## config.mk

```make
export PLATFORM = sky130hd
export DESIGN_NAME = bfs_sequencer
export DESIGN_NICKNAME = d
export VERILOG_FILES = /design/src/rtl/bfs_pkg.sv /design/src/rtl/bfs_sequencer.sv
export SDC_FILE = /design/constraint.sdc
export NUM_CORES = 1
export LEC_CHECK = 0
export BUFFER_PORTS_ARGS = -buffer_cell sky130_fd_sc_hd__buf_2
export CORE_MARGIN = 10
export CORE_UTILIZATION = 45
export CTS_BUF_LIST = sky130_fd_sc_hd__clkbuf_4 sky130_fd_sc_hd__clkbuf_8
export DETAILED_ROUTE_END_ITERATION = 6
export GPL_TIMING_DRIVEN = 0
export PLACE_DENSITY_LB_ADDON = 0.1
export SLEW_MARGIN = 20
export SYNTH_ARGS = -nofsm -noshare
export SYNTH_HDL_FRONTEND = slang
export SYNTH_SLANG_ARGS = --single-unit
```

## constraint.sdc

```tcl
create_clock -name ref_clk -period 3.4 [get_ports ref_clk]
set_input_delay 0.17 -clock ref_clk [delete_from_list [all_inputs] [get_ports ref_clk]]
set_output_delay 0.17 -clock ref_clk [all_outputs]
set_load 0.05 [all_outputs]
```

## src/rtl/bfs_pkg.sv

```systemverilog
// Constants shared by the buck fault and hiccup sequencer.
package bfs_pkg;

  // Clock and time base.
  localparam int unsigned CLK_HZ        = 100_000_000;
  localparam int unsigned SW_FREQ_HZ    = 500_000;
  localparam int unsigned SW_DIV_CYC    = CLK_HZ / SW_FREQ_HZ;
  localparam int unsigned US_DIV_CYC    = CLK_HZ / 1_000_000;

  // Fault blanking and hiccup timing.
  localparam int unsigned BLANK_US      = 20;
  localparam int unsigned BLANK_CYC     = BLANK_US * US_DIV_CYC;
  localparam int unsigned OC_BLANK_NS   = 150;
  localparam int unsigned OC_BLANK_CYC  = (OC_BLANK_NS * (CLK_HZ / 1_000_000) + 999) / 1000;
  localparam int unsigned SS_SHORT_MS   = 1;
  localparam int unsigned SS_SHORT_US   = SS_SHORT_MS * 1000;
  localparam int unsigned HICCUP_MIN_MS = 4;
  localparam int unsigned HICCUP_MIN_US = HICCUP_MIN_MS * 1000;
  localparam int unsigned HICCUP_MULT   = 4;

  // Over-current counters.
  localparam int unsigned OC_TRIP_COUNT = 3;
  localparam int unsigned BACKUP_COUNT  = 7;

  // Register map, byte addresses.
  localparam logic [11:0] CTRL_ADDR     = 12'h000;
  localparam logic [11:0] SSDUR_ADDR    = 12'h004;
  localparam logic [11:0] STATUS_ADDR   = 12'h008;
  localparam logic [11:0] FAULT_ADDR    = 12'h00C;

  // Control register fields and reset values.
  localparam int unsigned CTRL_EN_BIT     = 0;
  localparam int unsigned CTRL_PREBIAS_BIT = 1;
  localparam logic [1:0]  CTRL_RESET      = 2'h3;
  localparam logic [15:0] SSDUR_RESET     = 16'h03E8;

  // Status register fields.
  localparam int unsigned ST_STATE_LSB  = 0;
  localparam int unsigned ST_OCCNT_LSB  = 4;
  localparam int unsigned ST_HOLD_BIT   = 6;
  localparam int unsigned ST_REL_BIT    = 7;
  localparam int unsigned ST_PINS_LSB   = 8;

  // Sticky fault register fields.
  localparam int unsigned FLT_OV_BIT    = 0;
  localparam int unsigned FLT_UV_BIT    = 1;
  localparam int unsigned FLT_OC_BIT    = 2;
  localparam int unsigned FLT_OTS_BIT   = 3;
  localparam int unsigned FLT_TSD_BIT   = 4;
  localparam int unsigned FLT_W         = 5;

  // Positions of the synchronised pin inputs.
  localparam int unsigned SI_EN         = 0;
  localparam int unsigned SI_UVLO       = 1;
  localparam int unsigned SI_OVER       = 2;
  localparam int unsigned SI_UNDER      = 3;
  localparam int unsigned SI_ABOVE      = 4;
  localparam int unsigned SI_TRIP       = 5;
  localparam int unsigned SI_LSPHASE    = 6;
  localparam int unsigned SI_OTS        = 7;
  localparam int unsigned SI_TSD        = 8;
  localparam int unsigned SI_CLAMP      = 9;
  localparam int unsigned SI_OKFLAG     = 10;
  localparam int unsigned SI_W          = 11;

  // Sequencer states.
  typedef enum logic [2:0] {
    BFS_OFF, BFS_SOFTSTART, BFS_RUN, BFS_OVFAULT, BFS_HICCUP, BFS_OTS_HOLD, BFS_TSD_HOLD
  } bfs_state_t;

endpackage

```

## src/rtl/bfs_sequencer.sv

```systemverilog
// Fault, pre-bias and hiccup sequencer for a synchronous buck converter.
//
// Overview of operation
// - Pre-charged output below set point: no gate switching until feedback reaches it.
// - Pre-charged output above set point: no switching until it falls back.
// - Hiccup entry turns both drives off and pulls the good flag low.
// - Hiccup waits four soft-start durations before a new soft-start.
// - Soft-start under 1 ms gives a fixed 4 ms hiccup wait.
// - Soft-start after hiccup reacts to over-current only.
// - External over-temperature above reference stops switching, both drives off.
// - External over-temperature clearing starts a fresh soft-start automatically.
// - Over-voltage latches only after more than 20 us continuous assertion.
// - Over-voltage: upper off, lower on, good flag pulled low at once.
// - After over-voltage, hiccup starts only once feedback is under-voltage.
// - Under-voltage held over 20 us latches a fault and enters hiccup.
// - Low-side current trip sampled only 150 ns into low-side conduction.
// - After a trip, upper drive off until trip clears and next cycle.
// - Three consecutive low-side trips enter hiccup.
// - Seven clean switching cycles clear the trip counter.
// - Backup counter restarts on every trip until the third.
// - Missing trip-set resistor, seen by the clamp, selects fixed threshold.
// - Die overheat turns both drives off.
// - Die overheat pulls compensation low until release, which starts a soft-start.
// - Good flag released only inside window with no fault present.
// - Good flag pulled low on any fault or during soft-start.
// - Any soft-start lets only over-current act.
// - Soft-start begins on enable and control enable bit once the supply lockout cleared.
`timescale 1ns/100ps

module bfs_sequencer #(
  parameter int unsigned SW_DIV        = bfs_pkg::SW_DIV_CYC,
  parameter int unsigned US_DIV        = bfs_pkg::US_DIV_CYC,
  parameter int unsigned HICCUP_MIN_US = bfs_pkg::HICCUP_MIN_US
) (
  // Clock and reset.
  input  wire logic        ref_clk,
  input  wire logic        rstn,
  // APB slave.
  input  wire logic        psel,
  input  wire logic        penable,
  input  wire logic        pwrite,
  input  wire logic [11:0] paddr,
  input  wire logic [31:0] pwdata,
  output logic      [31:0] prdata,
  output logic             pready,
  output logic             pslverr,
  // Analog comparators and supply monitors, asynchronous.
  input  wire logic        enableComp,
  input  wire logic        supplyUvloOk,
  input  wire logic        feedbackOverComp,
  input  wire logic        feedbackUnderComp,
  input  wire logic        feedbackAboveSet,
  input  wire logic        lowsideCurrentTrip,
  input  wire logic        lowsidePhase,
  input  wire logic        externalOvertempInput,
  input  wire logic        dieOverheatShutdown,
  input  wire logic        tripSetClampHit,
  // Power stage and loop controls.
  output logic             upperSwitchEn,
  output logic             lowerSwitchEn,
  output logic             softStartRestart,
  output logic             softStartRun,
  output logic             compPullLow,
  output logic             fixedTripSel,
  // Open-drain good flag.
  input  wire logic        outputOkFlagIn,
  output logic             outputOkFlagOut,
  output logic             outputOkFlagOe
);
  import bfs_pkg::*;

  // Saturating blanking counter: counts while the level holds, else restarts.
  function automatic logic [11:0] holdCount(input logic [11:0] cnt, input logic lvl);
    logic [11:0] res;
    res = 12'h000;
    if (lvl) begin
      res = (cnt == 12'(BLANK_CYC)) ? cnt : cnt + 12'h001;
    end
    return res;
  endfunction

  // Two-stage synchroniser for every pin input.
  logic [SI_W-1:0] syncA_ff;
  logic [SI_W-1:0] syncB_ff;
  wire  [SI_W-1:0] pinsRaw = {outputOkFlagIn, tripSetClampHit, dieOverheatShutdown,
                              externalOvertempInput, lowsidePhase, lowsideCurrentTrip,
                              feedbackAboveSet, feedbackUnderComp, feedbackOverComp,
                              supplyUvloOk, enableComp};

  always_ff @(posedge ref_clk) begin
    if (!rstn) begin
      syncA_ff <= '0;
      syncB_ff <= '0;
    end else begin
      syncA_ff <= pinsRaw;
      syncB_ff <= syncA_ff;
    end
  end

  wire enIn    = syncB_ff[SI_EN];
  wire uvloIn  = syncB_ff[SI_UVLO];
  wire overIn  = syncB_ff[SI_OVER];
  wire underIn = syncB_ff[SI_UNDER];
  wire aboveIn = syncB_ff[SI_ABOVE];
  wire tripIn  = syncB_ff[SI_TRIP];
  wire lsIn    = syncB_ff[SI_LSPHASE];
  wire otsIn   = syncB_ff[SI_OTS];
  wire tsdIn   = syncB_ff[SI_TSD];

  // Registers and state.
  bfs_state_t         state_ff;
  bfs_state_t         nxt_state;
  logic [1:0]         ctrl_ff;
  logic [15:0]        ssDur_ff;
  logic [FLT_W-1:0]   fault_ff;
  logic [31:0]        prdata_ff;
  logic [15:0]        swCnt_ff;
  logic [15:0]        usCnt_ff;
  logic [19:0]        tmr_ff;
  logic [11:0]        ovCnt_ff;
  logic [11:0]        uvCnt_ff;
  logic [4:0]         lsCnt_ff;
  logic               ocSeen_ff;
  logic               ocHold_ff;
  logic [1:0]         ocCount_ff;
  logic [2:0]         backupCnt_ff;
  logic               released_ff;
  logic               fbStart_ff;
  logic               upper_ff;
  logic               lower_ff;
  logic               restart_ff;
  logic               ssRun_ff;
  logic               compLow_ff;
  logic               clamp_ff;
  logic               okOe_ff;

  // Time base: switching-period and microsecond enables.
  wire swTick = (swCnt_ff == 16'(SW_DIV - 1));
  wire usTick = (usCnt_ff == 16'(US_DIV - 1));

  always_ff @(posedge ref_clk) begin
    if (!rstn) begin
      swCnt_ff <= 16'h0000;
      usCnt_ff <= 16'h0000;
    end else begin
      swCnt_ff <= swTick ? 16'h0000 : swCnt_ff + 16'h0001;
      usCnt_ff <= usTick ? 16'h0000 : usCnt_ff + 16'h0001;
    end
  end

  // APB decode; the slave never inserts wait states.
  wire selCtrl   = (paddr[11:2] == CTRL_ADDR[11:2]);
  wire selSsDur  = (paddr[11:2] == SSDUR_ADDR[11:2]);
  wire selStatus = (paddr[11:2] == STATUS_ADDR[11:2]);
  wire selFault  = (paddr[11:2] == FAULT_ADDR[11:2]);
  wire mapped    = selCtrl | selSsDur | selStatus | selFault;
  wire apbAccess = psel & penable;
  wire apbWrite  = apbAccess & pwrite & mapped;
  wire apbSetupRd = psel & ~penable & ~pwrite;

  wire ctrlEn      = ctrl_ff[CTRL_EN_BIT];
  wire prebiasHold = ctrl_ff[CTRL_PREBIAS_BIT];

  wire [31:0] statusWord = {13'h0000, syncB_ff, released_ff, ocHold_ff,
                            ocCount_ff, 1'b0, 3'(state_ff)};
  wire [31:0] rdMux = selCtrl   ? {30'h0000_0000, ctrl_ff} :
                      selSsDur  ? {16'h0000, ssDur_ff} :
                      selStatus ? statusWord :
                      selFault  ? {27'h000_0000, fault_ff} : 32'h0000_0000;

  // Enable path and sequencer qualifiers.
  wire startOk   = enIn & uvloIn & ctrlEn;
  wire inSs      = (state_ff == BFS_SOFTSTART);
  wire switching = (inSs & released_ff) | (state_ff == BFS_RUN);
  wire fullFault = (state_ff == BFS_RUN);

  // Over- and under-voltage blanking, and temperature trips.
  wire ovTrip = (ovCnt_ff == 12'(BLANK_CYC)) & overIn & fullFault;
  wire uvTrip = (uvCnt_ff == 12'(BLANK_CYC)) & underIn & fullFault;
  wire otsTrip = otsIn & fullFault;
  wire tsdTrip = tsdIn & fullFault;

  // Low-side current trip sampling and counters.
  wire lsBlankDone = (lsCnt_ff == 5'(OC_BLANK_CYC));
  wire ocEvent  = switching & lsIn & lsBlankDone & tripIn & ~ocSeen_ff;
  wire ocThird  = ocEvent & (ocCount_ff == 2'(OC_TRIP_COUNT - 1));
  wire backupClr = swTick & (backupCnt_ff == 3'(BACKUP_COUNT - 1)) & ~ocEvent;

  // Hiccup wait length in microseconds.
  wire [19:0] hiccupWait = (ssDur_ff < 16'(SS_SHORT_US)) ? 20'(HICCUP_MIN_US) :
                           20'(ssDur_ff) * 20'(HICCUP_MULT);
  wire hiccupDone = (tmr_ff >= hiccupWait);
  wire ssDone     = released_ff & (tmr_ff >= 20'(ssDur_ff));

  // Pre-bias release: switching waits for the feedback to cross the set point.
  wire fbCrossed = (aboveIn != fbStart_ff);
  wire enterSs   = (nxt_state == BFS_SOFTSTART) & ~inSs;

  always_comb begin
    nxt_state = state_ff;
    unique case (state_ff)
      BFS_OFF: begin
        if (startOk) begin
          nxt_state = BFS_SOFTSTART;
        end
      end
      BFS_SOFTSTART: begin
        if (ocThird) begin
          nxt_state = BFS_HICCUP;
        end else if (ssDone) begin
          nxt_state = BFS_RUN;
        end
      end
      BFS_RUN: begin
        if (tsdTrip) begin
          nxt_state = BFS_TSD_HOLD;
        end else if (otsTrip) begin
          nxt_state = BFS_OTS_HOLD;
        end else if (ovTrip) begin
          nxt_state = BFS_OVFAULT;
        end else if (uvTrip | ocThird) begin
          nxt_state = BFS_HICCUP;
        end
      end
      BFS_OVFAULT: begin
        if (underIn) begin
          nxt_state = BFS_HICCUP;
        end
      end
      BFS_HICCUP: begin
        if (hiccupDone) begin
          nxt_state = BFS_SOFTSTART;
        end
      end
      BFS_OTS_HOLD: begin
        if (!otsIn) begin
          nxt_state = BFS_SOFTSTART;
        end
      end
      BFS_TSD_HOLD: begin
        if (!tsdIn) begin
          nxt_state = BFS_SOFTSTART;
        end
      end
      default: begin
        nxt_state = BFS_OFF;
      end
    endcase
    if (!startOk) begin
      nxt_state = BFS_OFF;
    end
  end

  // Next values of the registered outputs.
  wire nxtSwitching = (nxt_state == BFS_RUN) | ((nxt_state == BFS_SOFTSTART) & released_ff
                      & ~enterSs);
  wire nxtOcHold    = ocEvent | (ocHold_ff & ~(swTick & ~tripIn));
  wire nxt_upper    = nxtSwitching & ~nxtOcHold;
  wire nxt_lower    = nxtSwitching | (nxt_state == BFS_OVFAULT);
  wire windowOk     = ~overIn & ~underIn & ~otsIn & ~tsdIn;
  wire nxt_okOe     = ~((nxt_state == BFS_RUN) & windowOk & ~nxtOcHold);
  wire [FLT_W-1:0] faultSet = {tsdTrip, otsTrip, ocThird, uvTrip, ovTrip};
  wire [FLT_W-1:0] faultClr = (apbWrite & selFault) ? pwdata[FLT_W-1:0] : '0;

  // Sequencer state, timers and pre-bias tracking.
  always_ff @(posedge ref_clk) begin
    if (!rstn) begin
      state_ff    <= BFS_OFF;
      tmr_ff      <= 20'h0_0000;
      released_ff <= 1'b0;
      fbStart_ff  <= 1'b0;
    end else begin
      state_ff <= nxt_state;
      if (nxt_state != state_ff) begin
        tmr_ff <= 20'h0_0000;
      end else if (usTick && tmr_ff != 20'hF_FFFF) begin
        tmr_ff <= tmr_ff + 20'h0_0001;
      end
      if (enterSs) begin
        released_ff <= ~prebiasHold;
        fbStart_ff  <= aboveIn;
      end else if (inSs && fbCrossed) begin
        released_ff <= 1'b1;
      end
    end
  end

  // Fault blanking counters.
  always_ff @(posedge ref_clk) begin
    if (!rstn) begin
      ovCnt_ff <= 12'h000;
      uvCnt_ff <= 12'h000;
    end else begin
      ovCnt_ff <= holdCount(ovCnt_ff, overIn);
      uvCnt_ff <= holdCount(uvCnt_ff, underIn);
    end
  end

  // Low-side blanking window and one trip per low-side period.
  always_ff @(posedge ref_clk) begin
    if (!rstn) begin
      lsCnt_ff  <= 5'h00;
      ocSeen_ff <= 1'b0;
    end else begin
      if (!lsIn) begin
        lsCnt_ff <= 5'h00;
      end else if (!lsBlankDone) begin
        lsCnt_ff <= lsCnt_ff + 5'h01;
      end
      ocSeen_ff <= lsIn & (ocSeen_ff | ocEvent);
    end
  end

  // Trip counter, backup counter and upper-drive hold.
  always_ff @(posedge ref_clk) begin
    if (!rstn) begin
      ocHold_ff    <= 1'b0;
      ocCount_ff   <= 2'h0;
      backupCnt_ff <= 3'h0;
    end else begin
      ocHold_ff <= nxtOcHold & switching;
      if (!switching || ocThird) begin
        ocCount_ff   <= 2'h0;
        backupCnt_ff <= 3'h0;
      end else if (ocEvent) begin
        ocCount_ff   <= ocCount_ff + 2'h1;
        backupCnt_ff <= 3'h0;
      end else if (backupClr) begin
        ocCount_ff   <= 2'h0;
        backupCnt_ff <= 3'h0;
      end else if (swTick && ocCount_ff != 2'h0) begin
        backupCnt_ff <= backupCnt_ff + 3'h1;
      end
    end
  end

  // Registered outputs toward the power stage.
  always_ff @(posedge ref_clk) begin
    if (!rstn) begin
      upper_ff   <= 1'b0;
      lower_ff   <= 1'b0;
      restart_ff <= 1'b0;
      ssRun_ff   <= 1'b0;
      compLow_ff <= 1'b0;
      clamp_ff   <= 1'b0;
      okOe_ff    <= 1'b1;
    end else begin
      upper_ff   <= nxt_upper;
      lower_ff   <= nxt_lower;
      restart_ff <= enterSs;
      ssRun_ff   <= (nxt_state == BFS_SOFTSTART);
      compLow_ff <= (state_ff == BFS_TSD_HOLD);
      clamp_ff   <= syncB_ff[SI_CLAMP];
      okOe_ff    <= nxt_okOe;
    end
  end

  // Software registers; a hardware set wins over a clear in the same cycle.
  always_ff @(posedge ref_clk) begin
    if (!rstn) begin
      ctrl_ff   <= CTRL_RESET;
      ssDur_ff  <= SSDUR_RESET;
      fault_ff  <= '0;
      prdata_ff <= 32'h0000_0000;
    end else begin
      if (apbWrite && selCtrl) begin
        ctrl_ff <= pwdata[1:0];
      end
      if (apbWrite && selSsDur) begin
        ssDur_ff <= pwdata[15:0];
      end
      fault_ff <= (fault_ff & ~faultClr) | faultSet;
      if (apbSetupRd) begin
        prdata_ff <= rdMux;
      end
    end
  end

  assign prdata           = prdata_ff;
  assign pready           = 1'b1;
  assign pslverr          = apbAccess & ~mapped;
  assign upperSwitchEn    = upper_ff;
  assign lowerSwitchEn    = lower_ff;
  assign softStartRestart = restart_ff;
  assign softStartRun     = ssRun_ff;
  assign compPullLow      = compLow_ff;
  assign fixedTripSel     = clamp_ff;
  assign outputOkFlagOut  = 1'b0;
  assign outputOkFlagOe   = okOe_ff;

endmodule

```

# --- Yosys cells after proc, flatten, opt, wreduce, memory -nomap -nowiden ---
# Cells that the tools add are included.
# W data, S select, Z words.
totals:
  regBits: 177
  latchBits: 0
  ram_bits: 0
  rom_bits: 0
  input_bits: 60
  out_inout_bits: 42
  elab_cells: 167
  mem_count: 0
op_classes:
  add_sub_neg: 8
  mul: 0
  div_mod_pow: 0
  magnitude_cmp: 3
  n_eq_ne: 22
  shift: 0
  mux: 22
  bitwise_logic: 66
  reduce_logical: 20
ops:
  columns: ["cell", "count"]
  rows:
  - ["$mux W19", 3]
  - ["$and A1 B1 Y1", 37]
  - ["$mux W3", 11]
  - ["$add A16 B1 Y16 const B", 2]
  - ["$add A12 B1 Y12 const B", 2]
  - ["$eq A12 B11 Y1 const B", 2]
  - ["$pmux W3 S7", 1]
  - ["$add A20 B1 Y20 const B", 1]
  - ["$eq A10 B2 Y1 const B", 2]
  - ["$ge A20 B16 Y1", 1]
  - ["$ge A20 B18 Y1", 1]
  - ["$ne A20 B20 Y1 const B", 1]
  - ["$mux W18", 1]
  - ["$not A1 Y1", 17]
  - ["$eq A16 B7 Y1 const B", 1]
  - ["$eq A16 B8 Y1 const B", 1]
  - ["$lt A16 B10 Y1 const B", 1]
  - ["$eq A3 B2 Y1 const B", 4]
  - ["$eq A3 B3 Y1 const B", 4]
  - ["$eq A10 B1 Y1 const B", 1]
  - ["$logic_not A10 Y1", 1]
  - ["$mux W5", 2]
  - ["$or A1 B1 Y1", 9]
  - ["$reduce_or A2 Y1", 4]
  - ["other kinds (20)", 31]

# --- Depth between registers and ports, before layout ---
depth:
  word_depth: 21
  depth_mapped: 14
  ltp_nobuf: 13

# --- Worst setup path after synthesis ---
# No wires, ideal clock.
synth_path:
  kind: "register -> register"
  startpoint: "register ssDur_ff[15]"
  endpoint: "register tmr_ff[10]"
  setup_ps: 74
  arrival_time_ps: 3293
  required_ps: 3326
  slack_ps: 33
  path_stages_with_launch: 15
  n_path_buf: 1
  period_less_slack_ps: 3367
  cell_sequence: "dfxtp_1 -> inv_1 -> nand4_1 -> nor3_1 -> o21ai_0 -> and2_1 -> ha_1 -> a21bo_2 -> a21oi_1 -> nor4_1 -> or3_4 -> o211a_1 -> or4_4 -> buf_6 -> nor3_2"
synth_between:
  elab_chain_len: 8
  word_cells_on_any_way: 12
  cone_classes: "order compare (3); eq/ne (1); mux (6); bitwise (1); reduce/logical (1)"
synth_lines:
  columns: ["element", "line", "text"]
  rows:
  - ["start, declared", "bfs_sequencer.sv:114", "logic [15:0] ssDur_ff;"]
  - ["start signal, assigned", "bfs_sequencer.sv:370", "ssDur_ff <= pwdata[15:0];"]
  - ["$lt A16 B10 Y1 or $ge A20 B16 Y1 (tied branches)", "bfs_sequencer.sv:190, bfs_sequencer.sv:193", null]
  - ["$mux W18 or $and A1 B1 Y1 (tied branches)", "bfs_sequencer.sv:190, bfs_sequencer.sv:193", null]
  - ["$ge A20 B18 Y1 or $mux W3 (tied branches)", "bfs_sequencer.sv:192, bfs_sequencer.sv:210", null]
  - ["$mux W3, on equally long branches", "bfs_sequencer.sv:231, bfs_sequencer.sv:208", null]
  - ["$pmux W3 S7 *", "bfs_sequencer.sv:201", "unique case (state_ff)"]
  - ["$mux W3 *", "bfs_sequencer.sv:249", "if (!startOk) begin"]
  - ["$ne A3 B3 Y1 *", "bfs_sequencer.sv:274", "if (nxt_state != state_ff) begin"]
  - ["$reduce_or A2 Y1 (no line) *", null, null]
  - ["end signal, assigned", "bfs_sequencer.sv:277", "tmr_ff <= tmr_ff + 20'h0_0001;"]
  - ["end, declared", "bfs_sequencer.sv:119", "logic [19:0] tmr_ff;"]
# Every way passes the cells marked *; elsewhere a longest branch is shown, timed or not.
# A chain may end at the register's enable or synchronous reset.

# --- Final worst setup path ---
layout_path:
  startpoint: "register ssDur_ff[15]"
  endpoint: "register tmr_ff[4]"
# The elaborated chain is that of the path after synthesis.

==> results.json <==
{
  "drtIter0Drc": 329,
  "die-width_um": 156,
  "fin_total_pwr_mw": 3.57,
  "status": "completed",
  "overflow": 0,
  "maxClockFrequency_mhz": 295,
  "htreeDepth": 4,
  "core_area_um2": 18000,
  "cts_root_buf": "clkbuf_8",
  "synth_ff_type": "dfxtp_1",
  "syn_inst": 933,
  "vias_per_cell": 5.14,
  "rows": 49,
  "grtUsageTotal": 0.171,
  "worstPathArrival_ns": 3.77,
  "grt_antenna_before_repair": 0,
  "remaining_drc_errors": 0,
  "ys.warnings.count": 0,
  "max-cap-violations": 0,
  "power.leakage_nw": 3.82,
  "dp_hpwl_mm": 15.5,
  "avgSynthCellArea_um2": 8.87,
  "synth_top_area_frac": 0.397,
  "fin_skew_ns": 0.0149,
  "slew-limit-headroom": 0.450,
  "final_util": 0.545,
  "cts_tree": "yes",
  "port_buffers": 65,
  "critPathRequiredTime_ns": 3.78,
  "gp_congestion": 0.841,
  "dr.pass1.iters": 5,
  "syn_area_um2": 8270,
  "critical_path_class": "reg -> reg",
  "synth-seq-area-share": 0.397,
  "clock_tree.buffer_depth": 2,
  "synthArstFlopShare": 0,
  "die_area_um2": 24200,
  "synth_top_area_cell": "dfxtp_1",
  "cp_max_fo": 5,
  "cts.clk_slew.worst_paths_ns": 0.09,
  "cts_sinks": 164,
  "fin_crit_ns": 3.39,
  "final_nets": 1168,
  "die_h_um": 156,
  "ant_nets": 0,
  "wirelength_mm": 20.8,
  "grt_pass1_wl_mm": 34.0,
  "wl_per_cell_um": 15.9,
  "worstMarginPinSlew_ns": 0.823,
  "ys_ff_latch": 164,
  "grt_max_degree": 17,
  "diodes": 0,
  "initial_core_util": 0.459,
  "pin_count": 102,
  "finalSetupViolCount": 0,
  "num_vias": 6701,
  "start_kind": "flip-flop",
  "ys_types": 79,
  "multi_input_area_um2": 4740,
  "regArea_um2": 3300,
  "nFillCells": 1718,
  "rsz0062_at_grt": "true",
  "area_delta_synth_final_pct": 18.8,
  "numCtsBuffers": 17,
  "layout-drive-gt1-share": 0.185,
  "slew_violations": 0,
  "synth-edff-count": 0,
  "clock_latency_ns": 0.46,
  "synth_area_leaders": "dfxtp_1, ha_1, nor2_1",
  "period_share": 0.998,
  "final_hold_viol_count": 0,
  "r2r_slack_ns": 0.006,
  "ir_drop_mv": 0.283,
  "grt_pass1_vias": 6522,
  "power_density_nw_per_um2": 363,
  "critPathCaptureType": "flip-flop",
  "hold_path.class": "in -> reg"
}
==> cells in the mapped netlist, drive strengths merged, types with 22 or more instances <==
master  number
a21oi       26
and2        42
and3        22
buf         26
clkbuf      24
dfxtp      164
ha          46
inv         42
nand2       85
nand3       43
nor2        97
nor3        33
o21ai       31
xnor2       29
xor2        38
==> through the flow <==
step	area, µm²	hold WS (ns)	cells	setup slack (ns)	setup TNS, ns
finish	9830	0.0225	1304	0.00601	0
global route	9830	0.0170	1304	-0.0952	-1.15
CTS	9620	0.00660	1300	0.00267	0
detailed placement	8930	0.379	1240	-0.595	-12.48
global placement	8930	0.379	1240	-0.555	-11.53
floorplan	8320	0.295	946	0.0327	0
==> power breakdown <==
part / internal, mW / switching [mW]
registers: 1.94 / 0.0174
logic: 0.0862 / 0.117
clock network: 0.620 / 0.790
==> kinds of logic (layout without fill, tap and decap cells) <==
logic type / Yosys count / after routing / share of synthesized area
mux: 21 / 21 / 0.0287
fa+ha+maj: 46 / 46 / 0.0696
other cells: 2 / 15 / 0.000908
compound gates: 120 / 120 / 0.100
xor+xnor: 67 / 67 / 0.0709
buf+inv: 92 / 221 / 0.0535
flops: 164 / 164 / 0.397
simple gates: 421 / 421 / 0.279
==> flip-flops by register name, summed over array words and instances (netlist names), 2 cells and up <==
register      flops
tmr_ff           20
ovCnt_ff         12
state_ff          3
ssDur_ff         16
swCnt_ff         16
syncB_ff         11
usCnt_ff         16
prdata           19
ctrl_ff           2
lsCnt_ff          5
ocCount_ff        2
fault_ff          5
uvCnt_ff         12
backupCnt_ff      3
syncA_ff         11
==> layer usage <==
layer | up-vias | track usage | wire length (µm)
met5 | - | 0 | 0
met4 | 0 | 0.0392 | 200
met3 | 16 | 0.0392 | 818
met2 | 116 | 0.282 | 9930
met1 | 3112 | 0.223 | 9830
li1 | 3457 | - | -
==> layout by cell type (no fill, tap or decap), types with 7 or more instances in the layout <==
cell type      Yosys  final
ha_1              46     41
a22oi_1           14     14
o21ai_0           30     29
xnor2_1           29     29
nand2b_1           7      7
nor2_1            96     92
and2_1            41     40
dlygate4sd3_1      0     25
clkbuf_8           0     18
clkbuf_1          23     23
nor2b_1           21     21
o211ai_1           7      7
nand4_1           14     14
a21oi_1           26     24
nand2_1           85     84
buf_2              5     70
dfxtp_1          164    159
buf_4             16     21
and4_1             7      7
inv_1             42     38
nor3_2            20     17
nor3_1            12     11
mux2i_1           17     17
and3_1            22     22
a21boi_0           8      8
xor2_1            38     38
nand3_1           43     43
conb_1             2     15
==> final cells by class <==
type,instances,share of cell area
buffer,50,0.0308
sequential,164,0.336
multi-input combinational,690,0.482
tap,229,0.0291
inverter,42,0.0160
clock buffer,18,0.0252
timing repair buffer,97,0.0661
clock inverter,14,0.0149
==> critical path: stages (launching register included) <==
cell	delay, ns
dfxtp_4	0.37
inv_2	0.06
nand4_1	0.15
nor3_4	0.22
buf_6	0.18
nor2_2	0.04
ha_1	0.26
and4_1	0.19
nand4_1	0.17
o22ai_2	0.12
or3_4	0.40
o211a_1	0.22
or4_4	0.58
clkbuf_16	0.19
nor3_2	0.16
==> path summary, 6_finish.rpt <==
path	start	endpoint	depth (start not counted)
min reg2reg	syncA_ff[7]	syncB_ff[7]	1
max	ssDur_ff[15]	tmr_ff[4]	14
max reg2reg	ssDur_ff[15]	tmr_ff[4]	14
min	pwdata[2]	ssDur_ff[2]	3
==> repair_timing <==
| action | in CTS | in global routing |
|---|---|---|
| endpoints found under the setup margin | 27 | 21 |
| gates resized for setup | 8 | 35 |
| endpoints found under the hold margin | 25 | 0 |
| pin swaps | 2 | 9 |
| setup buffers | 3 | 3 |
| cloned | 0 | 1 |
| hold buffers | 25 | 0 |
Note: power is estimated with default switching activity, not from simulation.
